## src/rtl/prsc_defines.svh

```systemverilog
// Offsets, field positions, reset values and timing for the control bank
// Assumes inclusion by bare name from the register bank design file
`ifndef PRSC_DEFINES_SVH
`define PRSC_DEFINES_SVH

`define PRSC_OFS_BANK 7'h00
`define PRSC_OFS_RESTART 7'h01
`define PRSC_OFS_POWER 7'h02
`define PRSC_OFS_AUDIO 7'h07
`define PRSC_RST_BANK 8'h00
`define PRSC_RST_RESTART 8'h00
`define PRSC_RST_POWER 8'h00
`define PRSC_RST_AUDIO 8'h30
`define PRSC_BIT_RESTART 0
`define PRSC_BIT_ACTIVE 0
`define PRSC_BIT_GROUP 2
`define PRSC_BIT_QCHG_LO 3
`define PRSC_BIT_QCHG_HI 4
`define PRSC_BIT_REGSRC 7
`define PRSC_POWER_WMASK 8'hFD
`define PRSC_GROUP_ADDR 7'h4C
`define PRSC_QCHG0_US 3500
`define PRSC_QCHG1_US 10000
`define PRSC_QCHG2_US 50000
`define PRSC_QCHG3_US 100000
`define PRSC_CLK_MHZ 100

`endif

```

## src/rtl/prsc_pkg.sv

```systemverilog
// Types shared by the control bank
// Assumes the defines header is on the include path
package prsc_pkg;
  typedef enum logic [1:0] {
    PRSC_QCHG_3P5MS = 2'b00,
    PRSC_QCHG_10MS = 2'b01,
    PRSC_QCHG_50MS = 2'b10,
    PRSC_QCHG_100MS = 2'b11
  } prsc_qchg_t;
  typedef enum logic [1:0] {
    PRSC_IDLE = 2'b00,
    PRSC_CHARGE = 2'b01,
    PRSC_DONE = 2'b10
  } prsc_state_t;
endpackage

```

## src/rtl/prsc_regs.sv

```systemverilog
// Page, software restart and power configuration register bank
// Assumes an I2C target front end that delivers decoded byte accesses
`include "prsc_defines.svh"

// Behaviour
// - 8-bit read/write bank select register at offset 0 picks the page.
// - Writing 1 to restart bit resets all registers, then bit self-clears.
// - Power bit 0 low keeps sleep, high leaves sleep; resets low.
// - Group enable set makes device answer fixed address 1001100.
// - Two-bit field picks quick-charge time 3.5, 10, 50 or 100 ms.
// - Bit 7 picks external (0) or internal (1) regulator source.
// - Audio port config zero sits at offset 7, resets to 0x30.
// - Bank select is reachable at register 0 on every page.
// - Page 0 is selected after power-up and software restart.
module prsc_regs
  import prsc_pkg::*;
#(
  parameter int unsigned QCHG0_CYC = `PRSC_QCHG0_US * `PRSC_CLK_MHZ,
  parameter int unsigned QCHG1_CYC = `PRSC_QCHG1_US * `PRSC_CLK_MHZ,
  parameter int unsigned QCHG2_CYC = `PRSC_QCHG2_US * `PRSC_CLK_MHZ,
  parameter int unsigned QCHG3_CYC = `PRSC_QCHG3_US * `PRSC_CLK_MHZ
) (
  input wire logic sys_clk,
  input wire logic reset,
  input wire logic wr_en,
  input wire logic rd_en,
  input wire logic [6:0] addr,
  input wire logic [7:0] wr_data,
  input wire logic [6:0] target_addr,
  output logic [7:0] rd_data,
  output logic [7:0] page,
  output logic active_not_sleep,
  output logic group_address_enable,
  output logic regulator_source_choice,
  output logic [1:0] reference_fast_charge_time,
  output logic [7:0] audio_port_config_zero,
  output logic target_match,
  output logic fast_charge_busy
);

  // ===========================================================
  // Register storage
  logic [7:0] bank_reg;
  logic [7:0] power_reg;
  logic [7:0] audio_reg;
  logic restart_reg;
  logic [31:0] charge_cnt_reg;
  prsc_state_t state_reg;

  function automatic logic hit(input logic [6:0] a, input logic [6:0] o);
    hit = (a == o);
  endfunction

  function automatic logic [31:0] qchg_cycles(input logic [1:0] code);
    case (prsc_qchg_t'(code))
      PRSC_QCHG_3P5MS: qchg_cycles = QCHG0_CYC;
      PRSC_QCHG_10MS: qchg_cycles = QCHG1_CYC;
      PRSC_QCHG_50MS: qchg_cycles = QCHG2_CYC;
      PRSC_QCHG_100MS: qchg_cycles = QCHG3_CYC;
      default: qchg_cycles = QCHG0_CYC;
    endcase
  endfunction

  logic restart_wr;
  logic page0;
  assign restart_wr = wr_en && hit(addr, `PRSC_OFS_RESTART) && page0 &&
    wr_data[`PRSC_BIT_RESTART];
  assign page0 = (bank_reg == 8'h00);

  // ===========================================================
  // Software restart strobe
  always_ff @(posedge sys_clk or posedge reset) begin
    if (reset) begin
      restart_reg <= 1'b0;
    end else begin
      restart_reg <= restart_wr;
    end
  end

  // ===========================================================
  // Bank select, reachable on every page
  always_ff @(posedge sys_clk or posedge reset) begin
    if (reset) begin
      bank_reg <= `PRSC_RST_BANK;
    end else if (restart_reg) begin
      bank_reg <= `PRSC_RST_BANK;
    end else if (wr_en && hit(addr, `PRSC_OFS_BANK)) begin
      bank_reg <= wr_data;
    end
  end

  // ===========================================================
  // Power configuration and audio port register
  always_ff @(posedge sys_clk or posedge reset) begin
    if (reset) begin
      power_reg <= `PRSC_RST_POWER;
    end else if (restart_reg) begin
      power_reg <= `PRSC_RST_POWER;
    end else if (wr_en && page0 && hit(addr, `PRSC_OFS_POWER)) begin
      power_reg <= wr_data & `PRSC_POWER_WMASK;
    end
  end

  always_ff @(posedge sys_clk or posedge reset) begin
    if (reset) begin
      audio_reg <= `PRSC_RST_AUDIO;
    end else if (restart_reg) begin
      audio_reg <= `PRSC_RST_AUDIO;
    end else if (wr_en && page0 && hit(addr, `PRSC_OFS_AUDIO)) begin
      audio_reg <= wr_data;
    end
  end

  // ===========================================================
  // Read mux; restart bit always reads zero
  always_ff @(posedge sys_clk or posedge reset) begin
    if (reset) begin
      rd_data <= 8'h00;
    end else if (rd_en) begin
      if (hit(addr, `PRSC_OFS_BANK)) begin
        rd_data <= bank_reg;
      end else if (!page0) begin
        rd_data <= 8'h00;
      end else if (hit(addr, `PRSC_OFS_RESTART)) begin
        rd_data <= `PRSC_RST_RESTART;
      end else if (hit(addr, `PRSC_OFS_POWER)) begin
        rd_data <= power_reg;
      end else if (hit(addr, `PRSC_OFS_AUDIO)) begin
        rd_data <= audio_reg;
      end else begin
        rd_data <= 8'h00;
      end
    end
  end

  // ===========================================================
  // Quick-charge timer, started on leaving sleep
  always_ff @(posedge sys_clk or posedge reset) begin
    if (reset) begin
      state_reg <= PRSC_IDLE;
      charge_cnt_reg <= 32'h0000_0000;
      fast_charge_busy <= 1'b0;
    end else begin
      case (state_reg)
        PRSC_IDLE: begin
          if (power_reg[`PRSC_BIT_ACTIVE]) begin
            state_reg <= PRSC_CHARGE;
            charge_cnt_reg <= qchg_cycles(
              power_reg[`PRSC_BIT_QCHG_HI:`PRSC_BIT_QCHG_LO]);
            fast_charge_busy <= 1'b1;
          end
        end
        PRSC_CHARGE: begin
          if (!power_reg[`PRSC_BIT_ACTIVE]) begin
            state_reg <= PRSC_IDLE;
            fast_charge_busy <= 1'b0;
          end else if (charge_cnt_reg <= 32'h0000_0001) begin
            state_reg <= PRSC_DONE;
            fast_charge_busy <= 1'b0;
          end else begin
            charge_cnt_reg <= charge_cnt_reg - 32'h0000_0001;
          end
        end
        PRSC_DONE: begin
          if (!power_reg[`PRSC_BIT_ACTIVE]) begin
            state_reg <= PRSC_IDLE;
          end
        end
        default: begin
          state_reg <= PRSC_IDLE;
          fast_charge_busy <= 1'b0;
        end
      endcase
    end
  end

  // ===========================================================
  // Registered field outputs
  always_ff @(posedge sys_clk or posedge reset) begin
    if (reset) begin
      page <= `PRSC_RST_BANK;
      active_not_sleep <= 1'b0;
      group_address_enable <= 1'b0;
      regulator_source_choice <= 1'b0;
      reference_fast_charge_time <= 2'b00;
      audio_port_config_zero <= `PRSC_RST_AUDIO;
      target_match <= 1'b0;
    end else begin
      page <= bank_reg;
      active_not_sleep <= power_reg[`PRSC_BIT_ACTIVE];
      group_address_enable <= power_reg[`PRSC_BIT_GROUP];
      regulator_source_choice <= power_reg[`PRSC_BIT_REGSRC];
      reference_fast_charge_time <=
        power_reg[`PRSC_BIT_QCHG_HI:`PRSC_BIT_QCHG_LO];
      audio_port_config_zero <= audio_reg;
      target_match <= power_reg[`PRSC_BIT_GROUP] &&
        (target_addr == `PRSC_GROUP_ADDR);
    end
  end
endmodule

```

## config.mk

```make
export PLATFORM = sky130hd
export DESIGN_NAME = prsc_regs
export DESIGN_NICKNAME = d
export VERILOG_FILES = /design/src/rtl/prsc_pkg.sv /design/src/rtl/prsc_regs.sv
export VERILOG_INCLUDE_DIRS = /design/src /design/src/rtl
export SDC_FILE = /design/constraint.sdc
export NUM_CORES = 1
export LEC_CHECK = 0
export ABC_AREA = 1
export BUFFER_PORTS_ARGS = -buffer_cell sky130_fd_sc_hd__buf_2
export CAP_MARGIN = 20
export CORE_MARGIN = 2
export CORE_UTILIZATION = 35
export CTS_CLUSTER_SIZE = 14
export DETAILED_ROUTE_END_ITERATION = 10
export GPL_ROUTABILITY_DRIVEN = 1
export PLACE_DENSITY = 0.64
export SKIP_CTS_REPAIR_TIMING = 1
export SYNTH_ARGS = -nofsm -noshare
export SYNTH_HDL_FRONTEND = slang
export SYNTH_SLANG_ARGS = --single-unit
```

## constraint.sdc

```tcl
create_clock -name sys_clk -period 3.7 [get_ports sys_clk]
set_input_delay 0.74 -clock sys_clk [delete_from_list [all_inputs] [get_ports sys_clk]]
set_output_delay 0.74 -clock sys_clk [all_outputs]
set_load 0.02 [all_outputs]
```

# == Word level (Yosys, flattened, before mapping) ==
# Cells that the tools add are included.
# Widths: inputs -> output; s select.
# op_classes
n_addsub,1
mul,0
div_mod_pow,0
magnitude_cmp,1
eq_ne,14
shifts,0
n_mux,25
bitwise_logic,1
n_reduce_logical,19
# ops
operator,n
$pmux 32 s4,1
$mux 32,3
$mux 8,11
$pmux 32 s2,1
$le 32x1->1 const B,1
$sub 32x1->32 const B,1
$logic_and 1x1->1,8
$logic_not 8->1,1
$mux 2,4
$ne 2x2->1 const B,4
$reduce_bool 2->1,4
$eq 7x1->1 const B,1
$eq 7x2->1 const B,1
$eq 7x3->1 const B,1
$eq 7x7->1 const B,1
$logic_not 7->1,1
$eq 2x2->1 const B,3
$pmux 2 s3,1
$reduce_and 3->1,2
$eq 2x1->1 const B,2
$logic_not 2->1,2
$reduce_and 4->1,1
$mux 1,3
$ne 3x3->1 const B,1
2 further kinds,2
# word_totals
regBits,90
latchBits,0
ram_bits,0
mem_bits_ro,0
input_bits,26
out_inout_bits,31
word_cells,76
n_memories,0

# == Logic depth before layout (Yosys ltp) ==
# Gate-level depths: netlist (run 1).
# depth
ltp_word,6
ltp_mapped,12
depth_no_buf,12

# == Worst setup path before layout (run 1) ==
# Ideal clock, no wire load.
# synth_path
path_kind,input to register
from,input port addr[2]
to,register bank_reg[7]
arrival_time_ns,1.746
required_ns,3.574
path_slack_ns,1.827
cell_stages,7
path_buffers,1
path_cell_list,inv_1 > nand2_1 > nor4_4 > a21oi_2 > buf_2 > nand2_1 > o21ai_0
# synth_between
elab_chain_len,3
# synth_rtl
element,line_no,text
"start, declared",prsc_regs.sv:27,"input wire logic [6:0] addr,"
$logic_not 7->1,prsc_regs.sv:51,hit = (a == o);
$logic_and 1x1->1,prsc_regs.sv:87,"end else if (wr_en && hit(addr, `PRSC_OFS_BANK)) begin"
$reduce_bool 2->1 (no source line),--,
"end signal, assigned",prsc_regs.sv:84,bank_reg <= `PRSC_RST_BANK;
"end signal, assigned",prsc_regs.sv:86,bank_reg <= `PRSC_RST_BANK;
"end signal, assigned",prsc_regs.sv:88,bank_reg <= wr_data;
"end, declared",prsc_regs.sv:43,logic [7:0] bank_reg;
# Every way passes these cells.
# A chain may end at the register's enable or synchronous reset.

# == Worst setup path in the final report (run 1) ==
# layout_path
from,register bank_reg[7]
to,register power_reg[2]
# layout_between
elab_chain_len,4
# layout_rtl
element,line_no,text
$logic_not 8->1,prsc_regs.sv:68,assign page0 = (bank_reg == 8'h00);
$logic_and 1x1->1 (2 in a row),prsc_regs.sv:99,"end else if (wr_en && page0 && hit(addr, `PRSC_OFS_POWER)) begin"
$reduce_bool 2->1 (no source line),--,
"end signal, assigned",prsc_regs.sv:96,power_reg <= `PRSC_RST_POWER;
"end signal, assigned",prsc_regs.sv:98,power_reg <= `PRSC_RST_POWER;
"end signal, assigned",prsc_regs.sv:100,power_reg <= wr_data & `PRSC_POWER_WMASK;
"end, declared",prsc_regs.sv:44,logic [7:0] power_reg;
# Every way passes these cells.

==> impl_results.md, run 1 <==
* Place WS at 1.54 ns
* Remaining DRCs at 0
* Starting density of the core at 35.9%
* Status: finished clean
* Hpwl dp at 8750 µm
* Diode count at 0
* Routed len/inst at ~14 µm
* Sequential share of the synthesized area at 46.8%
* Vias/cell at roughly 4.7
* Dominant synthesized flop cell: dfrtp_1
* Clock slew at reported path FFs at 0.06 ns
* Relative slew margins at 56.5%
* GRT Util Overall at 17.8%
* Synth Warn # at 0
* # H-tree levels at 3
* Syn Inst Count at 642
* Yosys reg bits at 89
* Required time worst endpoint at around 3.9 ns
* Share of cells above drive strength 1 at 14.7%
* I/O pin cnt at 57
* Static leakage at 2.87 nW
* R2r setup slk at 1.55 ns
* Ys async rst share at 100%
* Clk_skew at 0.00951 ns
* Hold/Removal Path Class: reg -> reg
* Largest buffer count on any clock path at 2
* Via count at 4165
* Die extent in x at 121 µm
* # setup viols final at 0
* # port buffers at 56
* Worst-Margin Slew at 0.650 ns
* Power density cells at approximately 550 mW/mm²
* Global route overflow at 0
* WL final at 12100 µm
* Max Cap Viol at 0
* Min Tclk post-route at 2.15 ns
* CP Capture Type: register
* Slew Limit Fails at 0
* Core area at 0.0133 mm²
* Final hold violations at 0
* First-pass GRT wire length at between 20000 and 25000 µm
* Placer Congestion at 0.908
* TNS Setup at 0 ns
* Cts bufs inserted at 9
* DRT Pass-1 Iters at 4
* Cell area after synthesis at 0.00477 mm²
* Rows at 42
* RSZ-0062 raised after global routing: false
* CTS tree: done
* Worst Path Arrival at 2.36 ns
* Later-pin clock latency in the skew report at 0.35 ns
* Commonest non-fill, non-tap cell in the layout: nand2_1
* Maximum VDD drop at about 0.28 mV
* Clk sink count at 89
* Most frequent cells in the layout: 212 x nand2_1, 85 x dfrtp_1, 80 x nor2_1, 72 x inv_1, 56 x buf_2
* EDFF count, synth at 0
* Layout net count at 732
* Mean area per synthesized cell at 7.43 µm²
* Net Count, Synth at ~680
* Setup CP Type: reg -> reg
* Initial antenna violation count at 0
* Synth cell types at 35
* Area Growth Syn to Fin at 15.4%
* Die Ht at around 120 µm
* F_max at between 400 and 500 MHz
* Max reg flops at 32
* Vias in the first global route at 4202
* Root Driver: clkbuf_16
* Worst setup margin at 1.55 ns
* Period Utilization, post-route at approximately three fifths
* Largest net degree at the start of global routing at 38
* CP max FO at 14
* Post-DRT Antenna Nets at 0
* Iteration-0 DRC Markers at 262
* Die area at roughly 0.015 mm²
* Critical Path Start Type: register
## per-stage QoR
step           hold WS (ns)  utilization (%)  cells  instance area, µm²  power (mW)
4_1_cts               0.372             41.4    879                5510        3.07
2_1_floorplan         0.354                -    642                4770        1.91
5_1_grt               0.374             41.4    879                5510        3.27
3_3_place_gp          0.362             39.3    864                5220        2.14
6_report              0.370             41.4    879                5510        3.06
3_5_place_dp          0.362             39.3    864                5220        2.15
## report_power, final
group | leakage [nW] | internal (mW) | total (mW) | switching (mW)
combinational | 1.55 | 0.274 | 0.885 | 0.611
clock | 0.136 | 0.523 | 0.914 | 0.391
sequential | 1.18 | 1.11 | 1.26 | 0.148
total | 2.87 | 1.91 | 3.06 | 1.15
## cell usage after synthesis, types with 5 or more instances
cell      number  area (µm²)
nand2_1      212         796
dfrtp_1       85        2130
nor2_1        80         300
inv_1         73         274
nand3_1       54         270
o21ai_0       34         170
o21ai_1       15        75.1
nand4_1       11        68.8
a21oi_1        8        40.0
o21ai_2        8        70.1
ha_1           7        87.6
nor3_1         6        30.0
o22ai_1        6        37.5
clkbuf_1       5        18.8
## logic make-up (layout without fill, tap and decap cells)
logic type | count (synthesis) | in the layout | synth area share, %
AO/OA/AOI/OAI | 73 | 73 | 8.57
buffers and inverters | 88 | 149 | 7.58
flip-flops | 89 | 89 | 46.8
adder cells (fa/ha/maj) | 7 | 7 | 1.84
XOR/XNOR | 4 | 4 | 0.734
AND/OR/NAND/NOR | 381 | 381 | 34.5
## metal layers
layer  vias up  GRT usage (%)  share of wire (%)
li1       2152              -                  -
met1      1916           22.5                 45
met2        83           30.3                 49
met3        14           3.77                4.1
met4         0           5.81                1.7
met5         -              0                  0
## path summary, 6_finish.rpt
check                                   from                   endpoint  depth (start not counted)
worst max-delay path             bank_reg[7]               power_reg[2]                          6
worst min-delay path            audio_reg[5]  audio_port_config_zero[5]                          0
worst max register to register   bank_reg[7]               power_reg[2]                          6
worst min register to register  audio_reg[5]  audio_port_config_zero[5]                          0
max in group asynchronous              reset               audio_reg[4]                          3
min in group asynchronous              reset          charge_cnt_reg[8]                          2
## area by class of cell
cell class	count	area [µm²]
timing repair buffer	59	303
inverter	75	285
multi-input combinational	465	2180
fill	1407	7790
tap	176	220
sequential	89	2230
clock inverter	4	55.1
clock buffer	11	233
## worst max-delay path: stages (launching register included)
cell and delay (ns):
dfrtp_1 0.42, nor2_1 0.13, nand2_1 0.07, nor2_1 0.50
nand4_1 0.59, nand3_1 0.19, o21ai_0 0.11
Note: power is estimated with default switching activity, not from simulation.
==> run 2, diff against run 1 <==
- ABC_AREA: 1 -> 0
- PLACE_DENSITY: 0.64 -> 0.66
- clock period: 3.7 -> 1.81 ns (I/O delays scaled with it)
==> run 2 against run 1 <==
Effect of this change:
- flip-flop and latch count is the same
- via count is 5.6% higher
- hold slack worse by 0.35 ns
- the flow now finishes with violations (negative setup slack)
- largest cell class is now multi-input gates
==> impl_results.md, run 2 <==
* Total Power at 6.46 mW
* Die area at around 0.013 mm²
* Diode count at 0
* Synth Warn # at 0
* Delay-heaviest family, CP: simple AND/OR/NAND/NOR gates
* Cts bufs inserted at 9
* Met1 Routed Length at 5580 µm
* Clk_skew at around 0.0074 ns
* Sequential share of the synthesized area at 51.6%
* First-pass GRT wire length at 21100 µm
* Largest buffer count on any clock path at 2
* Worst setup margin at -0.552 ns
* Required time worst endpoint at ~2 ns
* Non-filler cells, final at 770
* Period Utilization, post-route at 130%
* Worst Path Arrival at 2.59 ns
* Iteration-0 DRC Markers at 320
* Top-count cell post-synth: dfrtp_1
* Worst-Margin Slew at 0.883 ns
* Clock slew at reported path FFs at 0.07 ns
* Slew Limit Fails at 0
* Share of cells above drive strength 1 at 43.0%
* Synth top area share at 49.2%
* Synth area leaders: dfrtp_1 49%, a21oi_1 5.9%, nand2_1 5.3%, nand3_1 3.9%, nor2_1 2.8%
* Static leakage at 2.83 nW
* CP Capture Type: register
* Sw Share at 33.2%
* Die extent in x at 115 µm
* Maximum VDD drop at ~0.46 mV
* CP max FO at 6
* Routed len/inst at 18.0 µm
* # setup viols final at 48
* RSZ-0062 raised after global routing: true
* Gate power share at roughly 34%
* Syn Inst Count at 458
* Cell area after synthesis at roughly 0.0043 mm²
* Largest family of logic cells by synthesized area: simple AND/OR/NAND/NOR gates
* Root Driver: clkbuf_16
* Commonest cells post-synth: 85 x dfrtp_1, 61 x nand2_1, 51 x a21oi_1
* Sequential share of power at 38.5%
* Starting density of the core at approximately 36%
* Synth Area in Simple Gates at 25.5%
* Post-Place Cells at between 700 and 800
* Dominant synthesized flop cell: dfrtp_1
* Power density cells at a little over 1000 mW/mm²
* Mux cell area share after synthesis at 0%
* DRT Pass-1 Iters at 5
* Post-synthesis adder-cell area fraction at approximately 2.0%
* Setup CP Type: reg -> reg
* # port buffers at 56
* Failing checks: negative setup slack
* Buf+Inv Stages, Crit Path at 2
* CTS tree: done
* Min Tclk post-route at 2.36 ns
* Ys async rst share at 100%
* Remaining DRCs at 0
* Leading area contributor after synthesis: dfrtp_1
* Die Ht at 115 µm
* Most frequent cells in the layout: 106 x buf_4, 85 x dfrtp_1, 57 x nand2_1, 56 x buf_2, 38 x a21oi_1
* Core area at between 0.01 and 0.015 mm²
* Hold/Removal Path Class: in -> async
* GRT Util Overall at between 20% and 30%
* Synth cell types at 53
* EDFF count, synth at 0
* Post-DRT Antenna Nets at 0
* F_max at 423 MHz
* Hpwl dp at between 9000 and 10000 µm
* Clock share of power at 27.3%
* Yosys reg bits at 89
* Via count at 4400
* Vias in the first global route at 4330
* I/O pin cnt at 57
* WL final at approximately 14000 µm
* Later-pin clock latency in the skew report at around 0.34 ns
* Mean area per synthesized cell at 9.44 µm²
* Highest Signal Layer: met4
* Largest net degree at the start of global routing at 45
* CP max stage delay at 0.53 ns
* Met3 wire length at 1080 µm
* Clk sink count at 89
* Max Cap Viol at 0
* Critical Path Start Type: register
* Net Sw Power at 2.15 mW
* Placer Congestion at between 0.9 and 1
* Relative slew margins at 41.1%
* Vias/cell at 5.71
* Commonest non-fill, non-tap cell in the layout: buf_4
* Metal2 WL at between 6000 and 7000 µm
* Xor/xnor share of the synthesized area at 0%
* CP max-delay cell: or4_4
* Internal power at roughly 4.3 mW
* Status: finished with violations
* # H-tree levels at 3
* Layout net count at approximately 650
* Crit path top cell by count: or4_4
* Synth Area in Compound Gates at 17.5%
* Final hold violations at 0
* Rows at 40
* Net Count, Synth at 491
* Area Growth Syn to Fin at 46.7%
* Max reg flops at 32
* Initial antenna violation count at 0
* Global route overflow at 0
* Crit-path cells: or4_4 > or4_4 > buf_6 > nor4_4 > buf_4 > a211oi_2 > o22a_1
==> run 2: cell types whose count changed after synthesis, sizes merged, moves of 16 or more <==
cell	before	now
inv	75	8
nor2	86	32
nand2	219	62
or4	0	16
clkbuf	5	21
nor4	2	20
a21oi	9	51
o21ai	57	26
nand3	54	34
==> run 2: power by group through the flow <==
stage	combinational (mW)	clock [mW]	sequential (mW)
final	2.21	1.76	2.49
after global routing	2.37	1.87	2.52
after CTS	1.95	1.80	2.48
after detailed placement	1.94	0	2.51
after global placement	1.90	0	2.49
after floorplan	0.840	0	2.62
==> run 2: kinds of logic after synthesis <==
kind of cell,count (synthesis)
AND/OR/NAND/NOR,205
AO/OA/AOI/OAI,123
flip-flops,89
buffers and inverters,34
adder cells (fa/ha/maj),7
==> run 2: worst reg2reg max path: stages, from the launching register on <==
cell and delay, ns:
dfrtp_1 0.38, or4_4 0.53, or4_4 0.45, buf_6 0.14, nor4_4 0.29, buf_4 0.21
a211oi_2 0.05, o22a_1 0.20
==> run 2: area by class of cell <==
type                    count  area, µm²
clock buffers              12        246
clock inverters             4       30.0
fillers                  1094       5670
inverters                   8       38.8
multi-input cells         335       2330
flip-flops and latches     89       2230
well taps                 147        184
repair buffers            175       1280
==> run 2: per-stage QoR <==
step	util, %	hold WS, ns	instance area (µm²)	setup TNS [ns]	worst slack [ns]
after floorplan	-	0.361	4380	-16.89	-0.584
after global placement	46.7	0.367	5610	-16.74	-0.566
after detailed placement	46.7	0.371	5610	-17.43	-0.580
after CTS	49.0	0.0198	5880	-18.27	-0.612
after global routing	52.8	0.0343	6340	-20.27	-0.635
final	52.8	0.0168	6340	-17.02	-0.552
==> run 2: worst paths after layout <==
| path | startpoint | endpoint | slack, ns | cells after the start |
|---|---|---|---|---|
| setup / recovery | charge_cnt_reg[18] | charge_cnt_reg[8] | -0.55 | 7 |
| max in group asynchronous | reset | audio_port_config_zero[4] | 1.17 | 3 |
| hold reg to reg | audio_reg[5] | audio_port_config_zero[5] | 0.38 | 0 |
| setup reg to reg | charge_cnt_reg[18] | charge_cnt_reg[8] | -0.55 | 7 |
| min in group sys_clk | wr_data[1] | audio_reg[1] | 0.27 | 3 |
| hold / removal | reset | audio_reg[1] | 0.02 | 2 |
==> run 2: layer usage <==
layer	vias up	track usage, %
met2	204	34.0
met1	2150	25.4
li1	2019	-
met3	27	6.38
met4	0	5.30
met5	-	0
